--- src/rtl/rcas_defines.svh ---
/*
  register offsets, field positions, reset values and timing counts
  of the receiver configuration block; plain macro definitions only
*/
`ifndef RCAS_DEFINES_SVH
`define RCAS_DEFINES_SVH
// ------------------------------------------------------------
// register indices (byte address is four times the index)
// ------------------------------------------------------------
`define RCAS_IDX_SST     8'h06
`define RCAS_IDX_CFG1    8'h0b
`define RCAS_IDX_CFG2    8'h0c
`define RCAS_IDX_CTRL    8'h20
`define RCAS_IDX_STAT    8'h21
// ------------------------------------------------------------
// reset values
// ------------------------------------------------------------
`define RCAS_RST_SST     8'h00
`define RCAS_RST_CFG1    8'h00
`define RCAS_RST_CFG2    8'h2c
`define RCAS_RST_CTRL    16'h0000
// ------------------------------------------------------------
// field positions
// ------------------------------------------------------------
`define RCAS_SST_MSB     4
`define RCAS_C1_CHSEL    7
`define RCAS_C2_IQ       7
`define RCAS_C2_MIXER    6
`define RCAS_C2_SQDYN    5
`define RCAS_C2_SQ63     4
`define RCAS_C2_AGCEN    3
`define RCAS_C2_AGCM     2
`define RCAS_C2_AGCALG   1
`define RCAS_C2_AGC63    0
`define RCAS_CT_SINGLE   0
`define RCAS_CT_MANUAL   1
`define RCAS_CT_EMD      2
`define RCAS_CT_ISOB106  3
`define RCAS_ST_SOFTERR  0
`define RCAS_ST_RESTART  1
// ------------------------------------------------------------
// timing
// ------------------------------------------------------------
`define RCAS_CLK_PERIOD_NS  10
`define RCAS_SQ_DELAY_NS    18880
`define RCAS_SQ_DELAY_CYC   ((`RCAS_SQ_DELAY_NS + `RCAS_CLK_PERIOD_NS - 1) / `RCAS_CLK_PERIOD_NS)
`endif

--- src/rtl/rcas_pkg.sv ---
/*
  types shared by the receiver configuration block
  assumes nothing beyond a SystemVerilog compiler
*/
package rcas_pkg;
   // ------------------------------------------------------------
   // settings handed to the analog front end
   // ------------------------------------------------------------
   typedef struct packed {
      logic       am_on;
      logic       pm_on;
      logic       framing_pm;
      logic       demod_iq;
      logic       amd_mixer;
      logic       squelch_ratio_63;
      logic       agc_on;
      logic       agc_full_period;
      logic       agc_alg_reset;
      logic       gain_trigger_ratio;
      logic [2:0] lowpass_code;
      logic [3:0] zero_setting;
   } rcas_fe_ctrl_t;

   // squelch sequencer
   typedef enum logic [1:0] {SQ_IDLE, SQ_WAIT, SQ_ACTIVE} rcas_sq_state_t;
endpackage

--- src/rtl/rcas_top.sv ---
/*
  receiver configuration, squelch and subcarrier start checks,
  reached over AXI4-Lite. assumes the receive decoder drives its
  event inputs as one-cycle pulses on aclk and that a quarter-etu
  tick comes from the same clock domain.
*/
`include "rcas_defines.svh"
`timescale 1ns/1ns
module rcas_top
   import rcas_pkg::*;
(
   // clock and reset
   input  wire logic        aclk,
   input  wire logic        aresetn,
   // axi4-lite write address and data
   input  wire logic        s_awvalid,
   output logic             s_awready,
   input  wire logic [9:0]  s_awaddr,
   input  wire logic        s_wvalid,
   output logic             s_wready,
   input  wire logic [31:0] s_wdata,
   input  wire logic [3:0]  s_wstrb,
   // axi4-lite write response
   output logic             s_bvalid,
   input  wire logic        s_bready,
   output logic [1:0]       s_bresp,
   // axi4-lite read
   input  wire logic        s_arvalid,
   output logic             s_arready,
   input  wire logic [9:0]  s_araddr,
   output logic             s_rvalid,
   input  wire logic        s_rready,
   output logic [31:0]      s_rdata,
   output logic [1:0]       s_rresp,
   // receive decoder events
   input  wire logic        tx_end,
   input  wire logic        mask_receive_timer_end,
   input  wire logic [7:0]  mask_receive_timer,
   input  wire logic        subcarrier_det,
   input  wire logic        quarter_etu_tick,
   input  wire logic        auto_framing_pm,
   // front end settings and actions
   output rcas_fe_ctrl_t    fe_ctrl,
   output logic             squelch_on,
   output logic             frame_discard,
   output logic             rx_restart
);
   // ------------------------------------------------------------
   // register storage
   // ------------------------------------------------------------
   logic [7:0]     sst_reg;
   logic [7:0]     cfg1_reg;
   logic [7:0]     cfg2_reg;
   logic [15:0]    ctrl_reg;
   logic [1:0]     stat_reg;
   logic [7:0]     aw_idx_reg;
   logic           aw_have_reg;
   logic [31:0]    wd_reg;
   logic [3:0]     ws_reg;
   logic           wd_have_reg;
   rcas_sq_state_t sq_state_reg;
   logic [10:0]    sq_cnt_reg;
   logic [4:0]     sst_cnt_reg;
   logic           sst_arm_reg;
   logic           early_det;
   logic           wr_fire;
   logic [1:0]     stat_clr;

   // byte address to register index
   function automatic logic [7:0] addr_idx(input logic [9:0] a);
      addr_idx = a[9:2];
   endfunction

   // index is one of the mapped registers
   function automatic logic idx_hit(input logic [7:0] i);
      idx_hit = (i == `RCAS_IDX_SST) || (i == `RCAS_IDX_CFG1) ||
                (i == `RCAS_IDX_CFG2) || (i == `RCAS_IDX_CTRL) ||
                (i == `RCAS_IDX_STAT);
   endfunction

   // ------------------------------------------------------------
   // axi write channels
   // ------------------------------------------------------------
   // address and data taken in either order, held until both exist
   always_ff @(posedge aclk)
   begin
      if (!aresetn)
      begin
         aw_have_reg <= 1'b0;
         aw_idx_reg  <= 8'h00;
      end
      else if (s_awvalid && s_awready)
      begin
         aw_have_reg <= 1'b1;
         aw_idx_reg  <= addr_idx(s_awaddr);
      end
      else if (wr_fire)
         aw_have_reg <= 1'b0;
   end

   always_ff @(posedge aclk)
   begin
      if (!aresetn)
      begin
         wd_have_reg <= 1'b0;
         wd_reg      <= 32'h0000_0000;
         ws_reg      <= 4'h0;
      end
      else if (s_wvalid && s_wready)
      begin
         wd_have_reg <= 1'b1;
         wd_reg      <= s_wdata;
         ws_reg      <= s_wstrb;
      end
      else if (wr_fire)
         wd_have_reg <= 1'b0;
   end

   // commit once both halves are held and no response is pending
   assign wr_fire = aw_have_reg && wd_have_reg && !s_bvalid;

   // ready drops while a half is held, so one write at a time
   always_ff @(posedge aclk)
   begin
      if (!aresetn)
      begin
         s_awready <= 1'b0;
         s_wready  <= 1'b0;
      end
      else
      begin
         s_awready <= !aw_have_reg && !(s_awvalid && s_awready) && !wr_fire;
         s_wready  <= !wd_have_reg && !(s_wvalid && s_wready) && !wr_fire;
      end
   end

   // response: unmapped index answers slverr
   always_ff @(posedge aclk)
   begin
      if (!aresetn)
      begin
         s_bvalid <= 1'b0;
         s_bresp  <= 2'b00;
      end
      else if (wr_fire)
      begin
         s_bvalid <= 1'b1;
         s_bresp  <= idx_hit(aw_idx_reg) ? 2'b00 : 2'b10;
      end
      else if (s_bready)
         s_bvalid <= 1'b0;
   end

   // ------------------------------------------------------------
   // configuration registers
   // ------------------------------------------------------------
   // only lane 0 carries the 8-bit registers; reserved bits stay zero
   always_ff @(posedge aclk)
   begin
      if (!aresetn)
      begin
         sst_reg  <= `RCAS_RST_SST;
         cfg1_reg <= `RCAS_RST_CFG1;
         cfg2_reg <= `RCAS_RST_CFG2;
      end
      else if (wr_fire && ws_reg[0])
      begin
         if (aw_idx_reg == `RCAS_IDX_SST)
            sst_reg <= {3'b000, wd_reg[`RCAS_SST_MSB:0]};
         if (aw_idx_reg == `RCAS_IDX_CFG1)
            cfg1_reg <= wd_reg[7:0];
         if (aw_idx_reg == `RCAS_IDX_CFG2)
            cfg2_reg <= wd_reg[7:0];
      end
   end

   // control: low byte mode bits, high byte squelch end time
   always_ff @(posedge aclk)
   begin
      if (!aresetn)
         ctrl_reg <= `RCAS_RST_CTRL;
      else if (wr_fire && aw_idx_reg == `RCAS_IDX_CTRL)
      begin
         if (ws_reg[0])
            ctrl_reg[7:0] <= {4'h0, wd_reg[3:0]};
         if (ws_reg[1])
            ctrl_reg[15:8] <= wd_reg[15:8];
      end
   end

   // write-one-to-clear mask for the cause bits
   assign stat_clr = (wr_fire && ws_reg[0] && aw_idx_reg == `RCAS_IDX_STAT)
                     ? wd_reg[1:0] : 2'b00;

   // ------------------------------------------------------------
   // axi read channel
   // ------------------------------------------------------------
   // answer one cycle after the address is taken
   always_ff @(posedge aclk)
   begin
      if (!aresetn)
      begin
         s_arready <= 1'b0;
         s_rvalid  <= 1'b0;
         s_rdata   <= 32'h0000_0000;
         s_rresp   <= 2'b00;
      end
      else if (s_arvalid && s_arready)
      begin
         s_arready <= 1'b0;
         s_rvalid  <= 1'b1;
         s_rresp   <= idx_hit(addr_idx(s_araddr)) ? 2'b00 : 2'b10;
         unique case (addr_idx(s_araddr))
            `RCAS_IDX_SST:  s_rdata <= {24'h000000, sst_reg};
            `RCAS_IDX_CFG1: s_rdata <= {24'h000000, cfg1_reg};
            `RCAS_IDX_CFG2: s_rdata <= {24'h000000, cfg2_reg};
            `RCAS_IDX_CTRL: s_rdata <= {16'h0000, ctrl_reg};
            `RCAS_IDX_STAT: s_rdata <= {30'h00000000, stat_reg};
            default:        s_rdata <= 32'h0000_0000;
         endcase
      end
      else if (s_rvalid)
      begin
         if (s_rready)
         begin
            s_rvalid  <= 1'b0;
            s_arready <= 1'b1;
         end
      end
      else
         s_arready <= 1'b1;
   end

   // ------------------------------------------------------------
   // subcarrier start check
   // ------------------------------------------------------------
   // quarter-etu count from the end of the mask receive timer
   always_ff @(posedge aclk)
   begin
      if (!aresetn)
      begin
         sst_arm_reg <= 1'b0;
         sst_cnt_reg <= 5'h00;
      end
      else if (mask_receive_timer_end)
      begin
         sst_arm_reg <= ctrl_reg[`RCAS_CT_ISOB106];
         sst_cnt_reg <= 5'h00;
      end
      else if (subcarrier_det || (sst_cnt_reg >= sst_reg[4:0]))
         sst_arm_reg <= 1'b0;
      else if (sst_arm_reg && quarter_etu_tick)
         sst_cnt_reg <= sst_cnt_reg + 5'h01;
   end

   // detection before the programmed time has elapsed
   assign early_det = sst_arm_reg && subcarrier_det &&
                      (sst_cnt_reg < sst_reg[4:0]);

   // sticky causes; a new event wins over a clear in the same cycle
   always_ff @(posedge aclk)
   begin
      if (!aresetn)
         stat_reg <= 2'b00;
      else
      begin
         stat_reg[`RCAS_ST_SOFTERR] <= early_det ||
            (stat_reg[`RCAS_ST_SOFTERR] && !stat_clr[0]);
         stat_reg[`RCAS_ST_RESTART] <= (early_det && ctrl_reg[`RCAS_CT_EMD]) ||
            (stat_reg[`RCAS_ST_RESTART] && !stat_clr[1]);
      end
   end

   // emd: drop the frame and restart reception
   always_ff @(posedge aclk)
   begin
      if (!aresetn)
      begin
         frame_discard <= 1'b0;
         rx_restart    <= 1'b0;
      end
      else
      begin
         frame_discard <= early_det && ctrl_reg[`RCAS_CT_EMD];
         rx_restart    <= early_det && ctrl_reg[`RCAS_CT_EMD];
      end
   end

   // ------------------------------------------------------------
   // dynamic squelch
   // ------------------------------------------------------------
   // a fresh tx end restarts the delay; clearing the enable stops all
   always_ff @(posedge aclk)
   begin
      if (!aresetn)
      begin
         sq_state_reg <= SQ_IDLE;
         sq_cnt_reg   <= 11'h000;
         squelch_on   <= 1'b0;
      end
      else if (!cfg2_reg[`RCAS_C2_SQDYN])
      begin
         sq_state_reg <= SQ_IDLE;
         squelch_on   <= 1'b0;
      end
      else if (tx_end)
      begin
         sq_state_reg <= SQ_WAIT;
         sq_cnt_reg   <= 11'h001;
         squelch_on   <= 1'b0;
      end
      else
      begin
         unique case (sq_state_reg)
            SQ_IDLE: squelch_on <= 1'b0;
            SQ_WAIT:
            begin
               sq_cnt_reg <= sq_cnt_reg + 11'h001;
               if (sq_cnt_reg == 11'(`RCAS_SQ_DELAY_CYC))
               begin
                  sq_state_reg <= SQ_ACTIVE;
                  squelch_on   <= 1'b1;
               end
            end
            SQ_ACTIVE:
            begin
               if (mask_receive_timer >= ctrl_reg[15:8])
               begin
                  sq_state_reg <= SQ_IDLE;
                  squelch_on   <= 1'b0;
               end
            end
         endcase
      end
   end

   // ------------------------------------------------------------
   // front end settings
   // ------------------------------------------------------------
   // registered so every setting leaves from a flip-flop
   always_ff @(posedge aclk)
   begin
      if (!aresetn)
         fe_ctrl <= '0;
      else
      begin
         // single channel: select bit picks it; else both run
         fe_ctrl.am_on <= !ctrl_reg[`RCAS_CT_SINGLE] ||
                          !cfg1_reg[`RCAS_C1_CHSEL];
         fe_ctrl.pm_on <= !ctrl_reg[`RCAS_CT_SINGLE] ||
                          cfg1_reg[`RCAS_C1_CHSEL];
         if (ctrl_reg[`RCAS_CT_SINGLE] || ctrl_reg[`RCAS_CT_MANUAL])
            fe_ctrl.framing_pm <= cfg1_reg[`RCAS_C1_CHSEL];
         else
            fe_ctrl.framing_pm <= auto_framing_pm;
         fe_ctrl.demod_iq <= cfg2_reg[`RCAS_C2_IQ];
         // i/q cannot run on the peak detector, so mixer is forced
         fe_ctrl.amd_mixer <= cfg2_reg[`RCAS_C2_MIXER] ||
                              cfg2_reg[`RCAS_C2_IQ];
         fe_ctrl.squelch_ratio_63   <= cfg2_reg[`RCAS_C2_SQ63];
         fe_ctrl.agc_on             <= cfg2_reg[`RCAS_C2_AGCEN];
         fe_ctrl.agc_full_period    <= cfg2_reg[`RCAS_C2_AGCM];
         fe_ctrl.agc_alg_reset      <= cfg2_reg[`RCAS_C2_AGCALG];
         fe_ctrl.gain_trigger_ratio <= cfg2_reg[`RCAS_C2_AGC63];
         fe_ctrl.lowpass_code       <= cfg1_reg[6:4];
         fe_ctrl.zero_setting       <= cfg1_reg[3:0];
      end
   end
endmodule

--- config.mk ---
export PLATFORM = sky130hd
export DESIGN_NAME = rcas_top
export DESIGN_NICKNAME = d
export VERILOG_FILES = /design/src/rtl/rcas_pkg.sv /design/src/rtl/rcas_top.sv
export VERILOG_INCLUDE_DIRS = /design/src /design/src/rtl
export SDC_FILE = /design/constraint.sdc
export NUM_CORES = 1
export LEC_CHECK = 0
export BUFFER_PORTS_ARGS = -buffer_cell sky130_fd_sc_hd__buf_2
export CAP_MARGIN = 20
export CORE_ASPECT_RATIO = 1.4
export CORE_MARGIN = 3
export CORE_UTILIZATION = 57
export DETAILED_ROUTE_END_ITERATION = 10
export PLACE_DENSITY = 0.95
export SLEW_MARGIN = 40
export SYNTH_ARGS = -nofsm -noshare
export SYNTH_HDL_FRONTEND = slang
export SYNTH_SLANG_ARGS = --single-unit
--- constraint.sdc ---
create_clock -name aclk -period 3.2 [get_ports aclk]
set_input_delay 0.64 -clock aclk [delete_from_list [all_inputs] [get_ports aclk]]
set_output_delay 0.64 -clock aclk [all_outputs]
set_load 0.005 [all_outputs]
[Word-level counts from Yosys, hierarchy flattened]
Index checks and enable logic that the tools add are counted.
Word-level totals
  register bits after elaboration: 142
  latch bits: 0
  RAM bits: 0
  ROM bits: 0
  input port bits: 76
  output and inout port bits: 61
  word-level logic and storage cells: 155
  memories: 0
Cells by class
  $add $sub $neg: 2
  $mul: 0
  div/mod/pow operators: 0
  magnitude comparators: 3
  eq/ne operators: 18
  shift-type cells: 0
  multiplexer cells: 26
  bitwise operators: 3
  reductions and logical operators: 65
Operators with widths (count)
  case mux 16 bit (5 select lines): 1
  == test 8 x 4 -> 1 bit, second input constant: 4
  == test 8 x 6 -> 1 bit, second input constant: 4
  2-to-1 mux 11 bit: 2
  logical AND 1 bit: 18
  AND reduction 2 bit: 9
  == test 8 x 3 -> 1 bit, second input constant: 2
  2-to-1 mux 1 bit: 16
  logical OR 1 bit: 15
  nonzero test 2 bit: 6
  adder 11 x 1 -> 11 bit, second input constant: 1
  == test 11 bit, second input constant: 1
  zero test 1 bit: 10
  2-to-1 mux 2 bit: 5
  greater-or-equal comparator 8 bit: 1
  != test 3 bit, second input constant: 2
  AND reduction 3 bit: 2
  adder 5 x 1 -> 5 bit, second input constant: 1
  greater-or-equal comparator 5 bit: 1
  < comparator 5 bit: 1
  != test 2 bit, second input constant: 2
  case mux 2 bit (2 select lines): 1
  OR reduction 2 bit: 2
  NOT 1 bit: 3
  7 further kinds: 7

[Logic depth before layout (Yosys ltp)]
Gate-level depths: netlist (run 1).
  word-level depth: 8
  depth in mapped cells: 7
  depth with buffers taken out: 6

[Worst setup path before layout (run 1)]
Ideal clock, no wire load.
  path type: in2reg
  start point: in s_araddr[3]
  end point: reg s_rdata[10]
  setup time: 59 ps
  arrival: 1830 ps
  setup slack: 1310 ps
  stages on the path: 5
  path buffers: 2
  cells stage by stage: buf_6 -> or4b_4 -> buf_6 -> nor3_4 -> a22o_1
Between the ends
  longest elaborated chain between the ends: 2
  elaborated cells between the ends (all ways): 6
  those cells by class: 5 x eq/ne; 1 x mux
RTL lines
  start, declared: RTL line rcas_top.sv:30  | input wire logic [9:0] s_araddr,
  == test 8 x 6 -> 1 bit, or another cell as far along: RTL line rcas_top.sv:213  | unique case (addr_idx(s_araddr))
  case mux 16 bit (5 select lines) (*): RTL line rcas_top.sv:213
  end signal, assigned: RTL line rcas_top.sv:214  | `RCAS_IDX_SST: s_rdata <= {24'h000000, sst_reg};
  end signal, assigned: RTL line rcas_top.sv:215  | `RCAS_IDX_CFG1: s_rdata <= {24'h000000, cfg1_reg};
  end signal, assigned: RTL line rcas_top.sv:216  | `RCAS_IDX_CFG2: s_rdata <= {24'h000000, cfg2_reg};
  end, declared: RTL line rcas_top.sv:33  | output logic [31:0] s_rdata,
Every way passes the cells marked *; elsewhere a longest branch is shown, timed or not.
A chain may end at the register's enable or synchronous reset.

[Worst setup path in the final report (run 1)]
  start point: reg sst_reg[2]
  end point: reg sst_cnt_reg[4]
Between the ends
  longest elaborated chain between the ends: 4
RTL lines
  start, declared: RTL line rcas_top.sv:51  | logic [7:0] sst_reg;
  start signal, assigned: RTL line rcas_top.sv:162  | sst_reg <= `RCAS_RST_SST;
  start signal, assigned: RTL line rcas_top.sv:169  | sst_reg <= {3'b000, wd_reg[`RCAS_SST_MSB:0]};
  greater-or-equal comparator 5 bit: RTL line rcas_top.sv:250  | else if (subcarrier_det || (sst_cnt_reg >= sst_reg[4:0]))
  logical OR 1 bit: RTL line rcas_top.sv:250
  NOT 1 bit (no line)
  AND reduction 2 bit (no line)
  end signal, assigned: RTL line rcas_top.sv:253  | sst_cnt_reg <= sst_cnt_reg + 5'h01;
  end, declared: RTL line rcas_top.sv:63  | logic [4:0] sst_cnt_reg;
Every way passes these cells.

==> results of run 1 <==
[worst max-delay path, delay by kind of cell, from the launching register on]
kind                       cells  cell delay (ns)
AOI/OAI and AO/OA              3             0.85
adders and majority gates      1             0.32
buffers and inverters          1             0.08
DFF                            1             0.34
and+or+nand+nor                1             0.60
[area by class of cell]
cell class	instances	area share, %
inverter	27	1.561
multi-input combinational	447	41.25
sequential	124	38.23
clock inverter	7	1.349
timing repair buffer	101	7.977
tap	107	2.062
clock buffer	24	7.572
[report_power, final]
group	switching (mW)	internal, mW
logic	0.129	0.0738
registers	0.0271	1.57
clock network	0.659	1.22
total	0.815	2.87
[synth_stat cells, drive strengths merged (12+ instances only)]
cell type  count  share of area [%]
nand2        108                7.4
and2          12                1.4
nand3         14                1.3
ha            16                3.7
mux2i         30                5.5
dfxtp        124                 45
inv           27                1.9
nand2b        12                1.4
buf           28                3.6
clkbuf        19                1.3
a21oi         50                4.6
o21ai         26                2.4
nor2          34                2.3
[placed cells by master, fill, tap and decap left out, drive strengths merged, types with 14 or more instances in the layout]
cell type	synthesis	final
a21oi	50	50
buf	28	101
clkbuf	19	24
conb	1	18
dfxtp	124	124
ha	16	16
inv	27	27
mux2i	30	30
nand2	108	108
nand3	14	14
nor2	34	34
o21ai	26	26
[per-stage QoR]
stage	util (%)	instances	hold WS, ns	setup WS [ns]
final	70.72	837	0.4496	0.9350
after global routing	70.72	837	0.4620	0.8305
after CTS	70.72	837	0.4528	1.045
after floorplan	-	645	0.4275	1.310
after detailed placement	64.41	806	0.4460	1.135
after global placement	64.41	806	0.4403	1.099
[layer usage]
metal  vias up  track usage (%)  part of all wire, %  wire length, µm
met4         0            15.41                  4.7              721
met1      2392            31.03                   36             5506
li1       2333                -                    -                -
met5         -                0                    0                0
met2       332            50.14                   52             7989
met3        74            7.104                  7.3             1112
[path summary, 6_finish.rpt]
check,depth (start not counted),from,endpoint
max,6,sst_reg[2]$_SDFFE_PN0P_,sst_cnt_reg[4]$_SDFFE_PP0P_
min,2,ws_reg[1]$_SDFFE_PN0P_,ws_reg[1]$_SDFFE_PN0P_
min reg2reg,2,ws_reg[1]$_SDFFE_PN0P_,ws_reg[1]$_SDFFE_PN0P_
max reg2reg,6,sst_reg[2]$_SDFFE_PN0P_,sst_cnt_reg[4]$_SDFFE_PP0P_
[cell families (layout without fill, tap and decap cells)]
logic type,after synthesis,after routing,share of synthesized area (%)
flip-flops,124,124,45.38
multiplexers,30,30,5.490
adder cells (fa/ha/maj),16,16,3.660
buffers and inverters,74,159,6.816
other,1,18,0.06855
AND/OR/NAND/NOR,241,241,21.84
AO/OA/AOI/OAI,138,138,16.10
XOR/XNOR,4,4,0.6404
==> run summary, run 1 <==
The number of global-route vias before repair is 4994. The share of flip-flops with an asynchronous set or reset came out at 0%. The number of resized instances in the post-cts repair step came out at 0. After routing the design area is 6494 µm². The total standard cell area after synthesis came out at 5470 µm². The placed wire-length estimate after detailed placement came out at 10130 µm. The area occupied by multi-input gates is 2679 µm². The latest clock arrival within the worst-skew pair came out at 0.42 ns. In the final layout, flip-flops and latches occupy 2482 µm². The flow ran to the end, and the final reports show no timing, DRC or antenna violations. Dividing the final minimum period by the clock period gives 70.78%. The path type of the worst min-delay path is register to register. The global-route wire length before repair came out at 24110 µm. The number of hold violations in the final report is 0. The core box area is 9183 µm². After synthesis the netlist holds a flip-flop and latch count of 124. The number of library cell types mapped by synthesis came out at 61. The initialized floorplan defines 41 standard-cell rows. The timing-limited maximum frequency came out at 0.4415 GHz.

The number of inserted diodes came out at 0. In this run, the number of DRC markers left after iteration 0 of detailed routing was 504. The register with the most flip-flops in the layout has 17 of them. The critical path is of the register to register type. The share of the yosys chip area belonging to registers is 45.38%.

The peak per-stage delay on the critical path came out at 0.60 ns. The relative area change from synthesis to final layout is 18.71%. The starting utilization of the core area came out at 59.57%.

Dividing the detail-routed wire length by the instance count gives 18.31 µm. The required arrival time at the worst endpoint is 3.55 ns. The DRC violations left is 0. The total of max-cap violations came out at 0. The arrival time of data at the critical path endpoint is 2.61 ns. The number of port buffers came out at 96. The total power of the final layout is 3.680 mW. Setup repair after global routing left no endpoint under its margin. TritonCTS built the clock tree. The number of antenna violations at the first check in global routing came out at 0. The maximum level of the CTS H-tree came out at 4. The maximum number of pins on one net before global-route repair came out at 31.

The buffers inserted during post-CTS setup optimization came out at 0. IR analysis of the VDD net gives a maximum drop of 0.4552 mV. Measured along the y axis, the die boundary spans 121.9 µm. In this run the remaining antenna-violating nets after routing total 0.

The overall die area is 10830 µm². From left edge to right edge, the die measures 88.80 µm. The flop-to-flop setup slack is 0.93 ns. The total of endpoints with negative setup slack in the final report is 0.

STA classifies the critical path endpoint as a register. The total power per unit cell area is 566.7 nW/µm². The clock sink count came out at 124. After clock tree synthesis, the clock-pin slew on the worst setup and hold paths is 0.05 ns. The worst setup path is launched from a register.

The CTS buffer count is 17. The filler cells instantiated in the layout total 605. The max-slew violation count is 0. The average vias per placed instance came out at 6.130.

The total wire length after detailed routing is 15330 µm. The worst-case headroom to the max-slew limit came out at 49.02%. Of all nets on the critical path, the largest fanout is 12. The final weighted congestion in routability-driven placement came out at 0.9429. The number of warnings issued by yosys is 0. At the end of the flow, the number of nets in the layout was 810.

Global routing used 28.69% of the available tracks across all layers. In the synthesized netlist the dominant register cell turns out to be dfxtp_1. The slew of the pin with the lowest slew margin came out at 0.7597 ns. The total number of vias is 5131. The total grt overflow is 0. Counting I/O delays and the setup requirement, the final critical path takes 2.265 ns.

The leakage power figure is 2.647 nW. The synthesized area per cell is 8.711 µm². In this run, synthesis inferred 0 flip-flops with an integrated enable. The number of instances in the synthesized netlist came out at 628. In this run the count of I/O pins placed on the die edge is 137. In this run the deepest clock path goes through 2 buffers. The clock tree skew after final layout came out at 0.007597 ns.

Traced cell by cell, the critical path runs through inv_1 > ha_1 > a211oi_1 > o21ai_1 > or4_1 > a21oi_1. For the final routed database, the setup TNS stands at 0 ns. In this run the clock root is driven by a clkbuf_16. The length of the first detailed-routing pass in iterations came out at 6. The post-detailed-placement cell area is 5914 µm². The post-cts hold buffer count is 0. The slowest stage of the critical path belongs to the cell or4_1. Of the cells placed in the final design, the portion with a size suffix greater than 1 is 18.49%.
No activity file was read; power rests on OpenSTA's default activity.
==> inputs of run 2 (changes only) <==
- CORE_UTILIZATION: 57 -> 53
- PLACE_DENSITY: 0.95 -> 0.91
- clock period: 3.2 -> 2.3 ns (I/O delays scaled with it)
==> run summary, run 2 (same netlist as run 1, synthesis figures left out) <==
The summed negative setup slack over all endpoints was 0 ns (unchanged). The floorplan die width is 91.86 µm (+3.5%). The relative area change from synthesis to final layout came out at 18.89%. The core box area is 10010 µm² (+9.0%).

The clock sink count came out at 124 (unchanged). The total power per unit cell area is 759.2 nW/µm² (+34%). The worst setup path is captured at a register. The length of the first detailed-routing pass in iterations is 5 (-1). The combinational share of power came to 5.6% (about the same).

The flow ran to the end, and the final reports show no timing, DRC or antenna violations. The number of standard-cell rows in the floorplan is 43 (+4.9%). The proportion of power drawn by flip-flops and latches is 45.1% (+1.6 points).

In this run the clock root is driven by a clkbuf_16. The total global routing track utilization came to 24.99% (-3.7 points). The worst-case headroom to the max-slew limit is 55.05% (+6.0 points).

Walking the worst path, the cells encountered are inv_1 > ha_1 > a211oi_1 > o21ai_0 > buf_4 > nor4_1 > mux2i_1. The latest clock arrival within the worst-skew pair is 0.41 ns (about the same). The count of buffering cells on the critical path with inverters included is 2 (+1). The switching share of total power came to 23.17% (+1.0 points). The worst path setup slack after routing came out at 0.2129 ns (-0.7221 ns).

The post-detailed-route wirelength per cell came out at 16.19 µm (-12%). The TritonCTS clock tree is done. The leakage power figure came out at 2.620 nW (-1.0%).

The post-route minimum period came out at 2.087 ns (-0.1779 ns). The path type of the worst min-delay path is input pin to register. The required arrival time at the worst endpoint is 2.64 ns (-0.91 ns). The maximum clock path buffer count came out at 2 (unchanged).

The timing-limited maximum frequency is 0.4791 GHz (+8.5%). The arrival time of data at the critical path endpoint came out at 2.43 ns (-0.18 ns). The remaining antenna violation count after routing is 0 (unchanged).

The share of layout cells above drive strength 1 is 18.72% (+0.22 points). The buffers inserted during post-CTS setup optimization is 0 (unchanged). The total grt overflow is 0 (unchanged). The total of endpoints with negative setup slack in the final report came out at 0 (unchanged). The critical path's top delay family is compound AO/OA/AOI/OAI gates. The slew of the pin with the lowest slew margin is 0.6742 ns (-0.08547 ns). The internal power of the cells is 3.793 mW (+32%).

The total wire length after detailed routing came to 14040 µm (-8.4%). Setup repair after global routing left no endpoint under its margin. The worst setup path is launched from a register.

The number of port buffers came out at 96 (unchanged). The net count reported at finish is 811 (+0.12%). The maximum level of the CTS H-tree came to 4 (unchanged). The total number of vias came out at 5014 (-2.3%). The flop-to-flop setup slack is 0.21 ns (-0.72 ns). The sequential standard cell area is 2482 µm² (unchanged). The area occupied by multi-input gates was 2679 µm² (unchanged). The number of inserted diodes was 0 (unchanged). The net switching power of the design is 1.144 mW (+40%). The starting utilization of the core area is 54.66% (-4.9 points). The die span in y came out at 126.2 µm (+3.5%). The CTS buffer count came out at 17 (unchanged).

The number of resized instances in the post-cts repair step is 0 (unchanged). The global-route wire length before repair came out at 23420 µm (-2.9%). The number of hold violations in the final report came to 0 (unchanged). The setup slack after placement is 0.2930 ns (-0.8417 ns).

The clock tree skew after final layout is 0.003965 ns (-0.003631 ns). The number of global-route vias before repair is 5037 (+0.86%). The number of top-level pins is 137 (unchanged). The share of power burned in the clock network came out at 49.4% (-1.6 points). The maximum vdd ir drop came out at 0.3681 mV (-19%). Leaving out fill and tap cells, the most frequent cells in the layout are dfxtp_1, nand2_1, buf_2.

The peak per-stage delay on the critical path was 0.36 ns (-0.24 ns). The post-cts hold buffer count was 0 (unchanged). The critical path is of the register to register type. The final hold slack was 0.2857 ns (-0.1639 ns). The total of max-cap violations is 0 (unchanged). The max-slew violation count is 0 (unchanged). The average vias per placed instance was 5.783 (-5.7%).

The maximum net fanout on the critical path was 7 (-5). The overall die area came to 11590 µm² (+7.1%). The number of flip-flops under the largest register name is 17 (unchanged).

The part of the cycle the worst path needs is 90.74% (+20 points). Among all stages on the critical path, the largest delay is contributed by nor4_1. The DRC violations left was 0 (unchanged). The maximum number of pins on one net before global-route repair is 47 (+52%). The final weighted congestion in routability-driven placement is 0.9565 (+1.4%). The number of antenna violations at the first check in global routing is 0 (unchanged). The clock slew at the register clock pins of the worst setup and hold paths came out at 0.05 ns (about the same).

The library cell used most frequently in the layout, excluding fill and tap cells, is dfxtp_1. The number of DRC violations after detailed-routing iteration 0 is 473 (-6.2%). The final-layout fill cell count is 788 (+30%). The placed wire-length estimate after detailed placement came out at 9538 µm (-5.9%).
==> run 2: changes by cell type in the layout (fill, tap and decap cells not counted) <==
cell and delta:
clkbuf_8 -3, clkinvlp_4 +4, clkinv_4 +1, bufinv_16 -1
o21ai_0 +1, buf_4 +1, o21ai_1 -1
==> run 2: per-stage QoR <==
stage	total power, mW	util [%]	std cells	instance area, µm²
after floorplan	2.448	-	645	5534
after global placement	2.521	59.53	835	5957
after detailed placement	2.535	59.53	835	5957
after CTS	4.945	64.99	867	6504
after global routing	5.088	64.99	867	6504
final	4.938	64.99	867	6504
==> run 2: layout make-up <==
class | instances | area share [%]
repair buffers | 102 | 8.080
clock buffers | 21 | 6.926
multi-input cells | 447 | 41.19
clock inverters | 11 | 1.481
flip-flops and latches | 124 | 38.17
inverters | 27 | 1.558
well taps | 135 | 2.597
==> run 2: power by group through the flow <==
| stage | logic, mW | registers (mW) | clock network [mW] |
|---|---|---|---|
| 2_1_floorplan | 0.187 | 2.26 | 0 |
| 3_3_place_gp | 0.254 | 2.27 | 0 |
| 3_5_place_dp | 0.265 | 2.27 | 0 |
| 4_1_cts | 0.271 | 2.23 | 2.45 |
| 5_1_grt | 0.306 | 2.23 | 2.55 |
| 6_report | 0.275 | 2.23 | 2.44 |
==> run 2: path summary, 6_finish.rpt <==
kind                                              start  cells after the start                          end
worst max-delay path            sst_reg[2]$_SDFFE_PN0P_                      7  sst_cnt_reg[3]$_SDFFE_PP0P_
worst min-delay path                        s_awaddr[2]                      3   aw_idx_reg[0]$_SDFFE_PN0P_
worst max register to register  sst_reg[2]$_SDFFE_PN0P_                      7  sst_cnt_reg[3]$_SDFFE_PP0P_
worst min register to register  wd_reg[14]$_SDFFE_PN0P_                      2      wd_reg[14]$_SDFFE_PN0P_
==> run 2: worst register-to-register path, stage by stage, from the launching register on <==
cell and delay (ns):
dfxtp_1 0.35, inv_1 0.08, ha_1 0.32, a211oi_1 0.22, o21ai_0 0.24, buf_4 0.24
nor4_1 0.36, mux2i_1 0.21
==> run 2: metal layers <==
layer	global-route usage, %	up-vias	part of all wire (%)
li1	-	2349	-
met1	26.85	2343	37
met2	44.10	255	51
met3	5.795	67	7.0
met4	14.96	0	5.0
met5	0	-	0
==> inputs of run 3 (changes only) <==
- BUFFER_PORTS_ARGS: -buffer_cell sky130_fd_sc_hd__buf_2 -> default
- CORE_UTILIZATION: 53 -> 57
- DONT_BUFFER_PORTS: default -> 1
- PLACE_DENSITY: 0.91 -> 0.86
- clock period: 2.3 -> 1.7 ns (I/O delays scaled with it)
==> run summary, run 3 (same netlist as run 1, synthesis figures left out) <==
The run finished, with violations left. The checks that failed: negative setup slack. The floorplan die width is 88.80 µm (-3.3%).

The tightest min-delay check is of the input pin to register type. The core box area came out at 9183 µm² (-8.2%). The worst hold path begins at aresetn. The total number of vias is 4762 (-5.0%). The worst-case headroom to the max-slew limit came out at 57.82% (+2.8 points).

The number of global-route vias before repair came out at 4649 (-7.7%). The relative area change from synthesis to final layout is 16.81%. The number of DRC violations after detailed-routing iteration 0 is 271 (-43%). The CTS buffer count came out at 17 (unchanged). The post-detailed-placement cell area came out at 5643 µm² (-5.3%). The path depth of the worst reg2reg path is 8 (+1). The share of layout cells above drive strength 1 came out at 14.20% (-4.5 points). The clock slew at the register clock pins of the worst setup and hold paths is 0.05 ns (about the same). Setup repair after global routing could not meet its margin everywhere. The summed negative setup slack over all endpoints came out at -0.2199 ns (-0.2199 ns). The most frequent standard cell in the layout excluding fill and tap cells is dfxtp_1. The peak per-stage delay on the critical path came out at 0.35 ns (about the same). The clock sink count came out at 124 (unchanged). STA classifies the critical path startpoint as a register. The required arrival time at the worst endpoint is 2.00 ns (-0.64 ns). The number of cells traversed by the worst hold path is 1 (-2). The leakage power figure is 2.374 nW (-9.4%). The total power per unit cell area is 1076 nW/µm² (+42%). The final cell area excluding filler cells came out at 6390 µm² (-1.8%). The remaining antenna violation count after routing is 0 (unchanged). The tree is rooted in a clkbuf_16. The total wire length after detailed routing is 14450 µm (+2.9%).

The die span in y is 121.9 µm (-3.4%). The critical path start-end classification is register to register. The DRC violations left came to 0 (unchanged).

The number of hold violations in the final report came out at 0 (unchanged). The flop-to-flop setup slack came out at -0.07 ns (-0.29 ns). The total global routing track utilization came out at 26.84% (+1.8 points).

The maximum number of pins on one net before global-route repair is 54 (+15%). The global-route wire length before repair is 22090 µm (-5.7%). The starting utilization of the core area is 59.57% (+4.9 points). The clock tree skew after final layout is 0.006719 ns (+0.002754 ns). The part of the cycle the worst path needs came out at 104.4% (+14 points). The largest individual stage delay along the critical path comes from the cell dfxtp_2.

The critical path capture point type is a register. TritonCTS built the clock tree. The total of max-cap violations came out at 0 (unchanged).

The max-slew violation count was 0 (unchanged). The startpoint of the worst register-to-register path is sst_reg[2]$_SDFFE_PN0P_. The timing-limited maximum frequency is 0.5634 GHz (+18%). The length of the first detailed-routing pass in iterations was 5 (unchanged).

The number of top-level pins is 137 (unchanged). The maximum clock path buffer count is 2 (unchanged). The post-detailed-route wirelength per cell is 18.79 µm (+16%).

The number of port buffers is 0 (-100%). The final weighted congestion in routability-driven placement is 0.8461 (-12%). In the layout the commonest cells are dfxtp_1, nand2_1, a21oi_1. The number of inserted diodes is 0 (unchanged). The total of endpoints with negative setup slack in the final report is 5 (+5). The overall die area came to 10830 µm² (-6.6%). The total grt overflow is 0 (unchanged). The maximum level of the CTS H-tree was 4 (unchanged). The number of flip-flops under the largest register name came out at 17 (unchanged). The worst path setup slack after routing came to -0.07500 ns (-0.2879 ns). The average vias per placed instance is 6.192 (+7.1%).

The number of antenna violations at the first check in global routing is 0 (unchanged). The arrival time of data at the critical path endpoint came out at 2.08 ns (-0.35 ns). The maximum vdd ir drop came out at 0.6701 mV (+82%). The placed wire-length estimate after detailed placement is 9773 µm (+2.5%).

The slew of the pin with the lowest slew margin came to 0.6312 ns (-0.04296 ns). Traced cell by cell, the critical path runs through inv_2 > ha_4 > a211oi_4 > o21ai_4 > buf_4 > buf_4 > o31ai_2 > a21oi_2. The cell that appears most often on the critical path is buf_4. The final-layout fill cell count was 650 (-18%).

The worst register-to-register path ends at sst_cnt_reg[0]$_SDFFE_PP0P_. The worst hold path endpoint is cfg2_reg[5]$_SDFFE_PN1P_. The net count reported at finish is 743 (-8.4%).

The maximum net fanout on the critical path was 7 (unchanged). The total power of the final layout came out at 6.878 mW (+39%). The latest clock arrival within the worst-skew pair is 0.42 ns (about the same).

The utilization after layout is 69.59% (+4.6 points). The number of standard-cell rows in the floorplan came to 41 (-4.7%). The post-route minimum period was 1.775 ns (-0.3121 ns).
## run 3: through the flow
| step | setup WS (ns) | instances | hold WS, ns |
|---|---|---|---|
| 2_1_floorplan | 0.02148 | 645 | 0.4275 |
| 3_3_place_gp | -0.03269 | 732 | 0.4239 |
| 3_5_place_dp | -0.1001 | 732 | 0.4228 |
| 4_1_cts | -0.004238 | 766 | 0.01183 |
| 5_1_grt | -0.1283 | 769 | 0.01481 |
| 6_report | -0.07500 | 769 | 0.02289 |
## run 3: critical path, delay by kind of cell (launching register included)
family	cells	cell delay, ns
buffers and inverters	3	0.37
AOI/OAI and AO/OA	4	0.72
DFF	1	0.35
adders and majority gates	1	0.23
## run 3: area by class of cell
class | instances | area [µm²] | share of cell area, %
Sequential cell | 124 | 2492 | 39.01
Timing Repair Buffer | 34 | 282.8 | 4.425
Clock inverter | 8 | 117.6 | 1.841
Tap cell | 107 | 133.9 | 2.095
Clock buffer | 22 | 464.2 | 7.265
Inverter | 27 | 101.3 | 1.586
Multi-Input combinational cell | 447 | 2798 | 43.78
## run 3: how the worst max path moves through the flow
stage                       startpoint                           to  slack, ns  cells past startpoint
2_1_floorplan  sst_reg[3]$_SDFFE_PN0P_     sst_arm_reg$_SDFFE_PN0P_       0.02                      7
3_3_place_gp   sst_reg[3]$_SDFFE_PN0P_  sst_cnt_reg[0]$_SDFFE_PP0P_      -0.03                      6
3_5_place_dp   sst_reg[2]$_SDFFE_PN0P_  sst_cnt_reg[0]$_SDFFE_PP0P_      -0.10                      6
4_1_cts        sst_reg[2]$_SDFFE_PN0P_  sst_cnt_reg[0]$_SDFFE_PP0P_     -0.004                      6
5_1_grt        sst_reg[2]$_SDFFE_PN0P_  sst_cnt_reg[0]$_SDFFE_PP0P_      -0.13                      8
6_report       sst_reg[2]$_SDFFE_PN0P_  sst_cnt_reg[0]$_SDFFE_PP0P_      -0.07                      8
## run 3: what timing repair did
action	4_1_cts	5_1_grt
endpoints found under the setup margin	7	34
hold buffers	1	0
hold endpoints to repair	2	0
gates resized for setup	15	15
pin swaps	5	4
setup buffers	3	3
## run 3: power by group
part | total (mW) | switching, mW | internal, mW
Clock | 3.58 | 1.23 | 2.35
Combinational | 0.279 | 0.175 | 0.104
Sequential | 3.02 | 0.0532 | 2.96
Total | 6.88 | 1.46 | 5.42
## run 3: per-layer routing
layer | global-route usage (%) | share of wire, %
met1 | 27.19 | 37
met2 | 46.42 | 52
met3 | 9.134 | 7.3
met4 | 15.97 | 4.4
met5 | 0 | 0
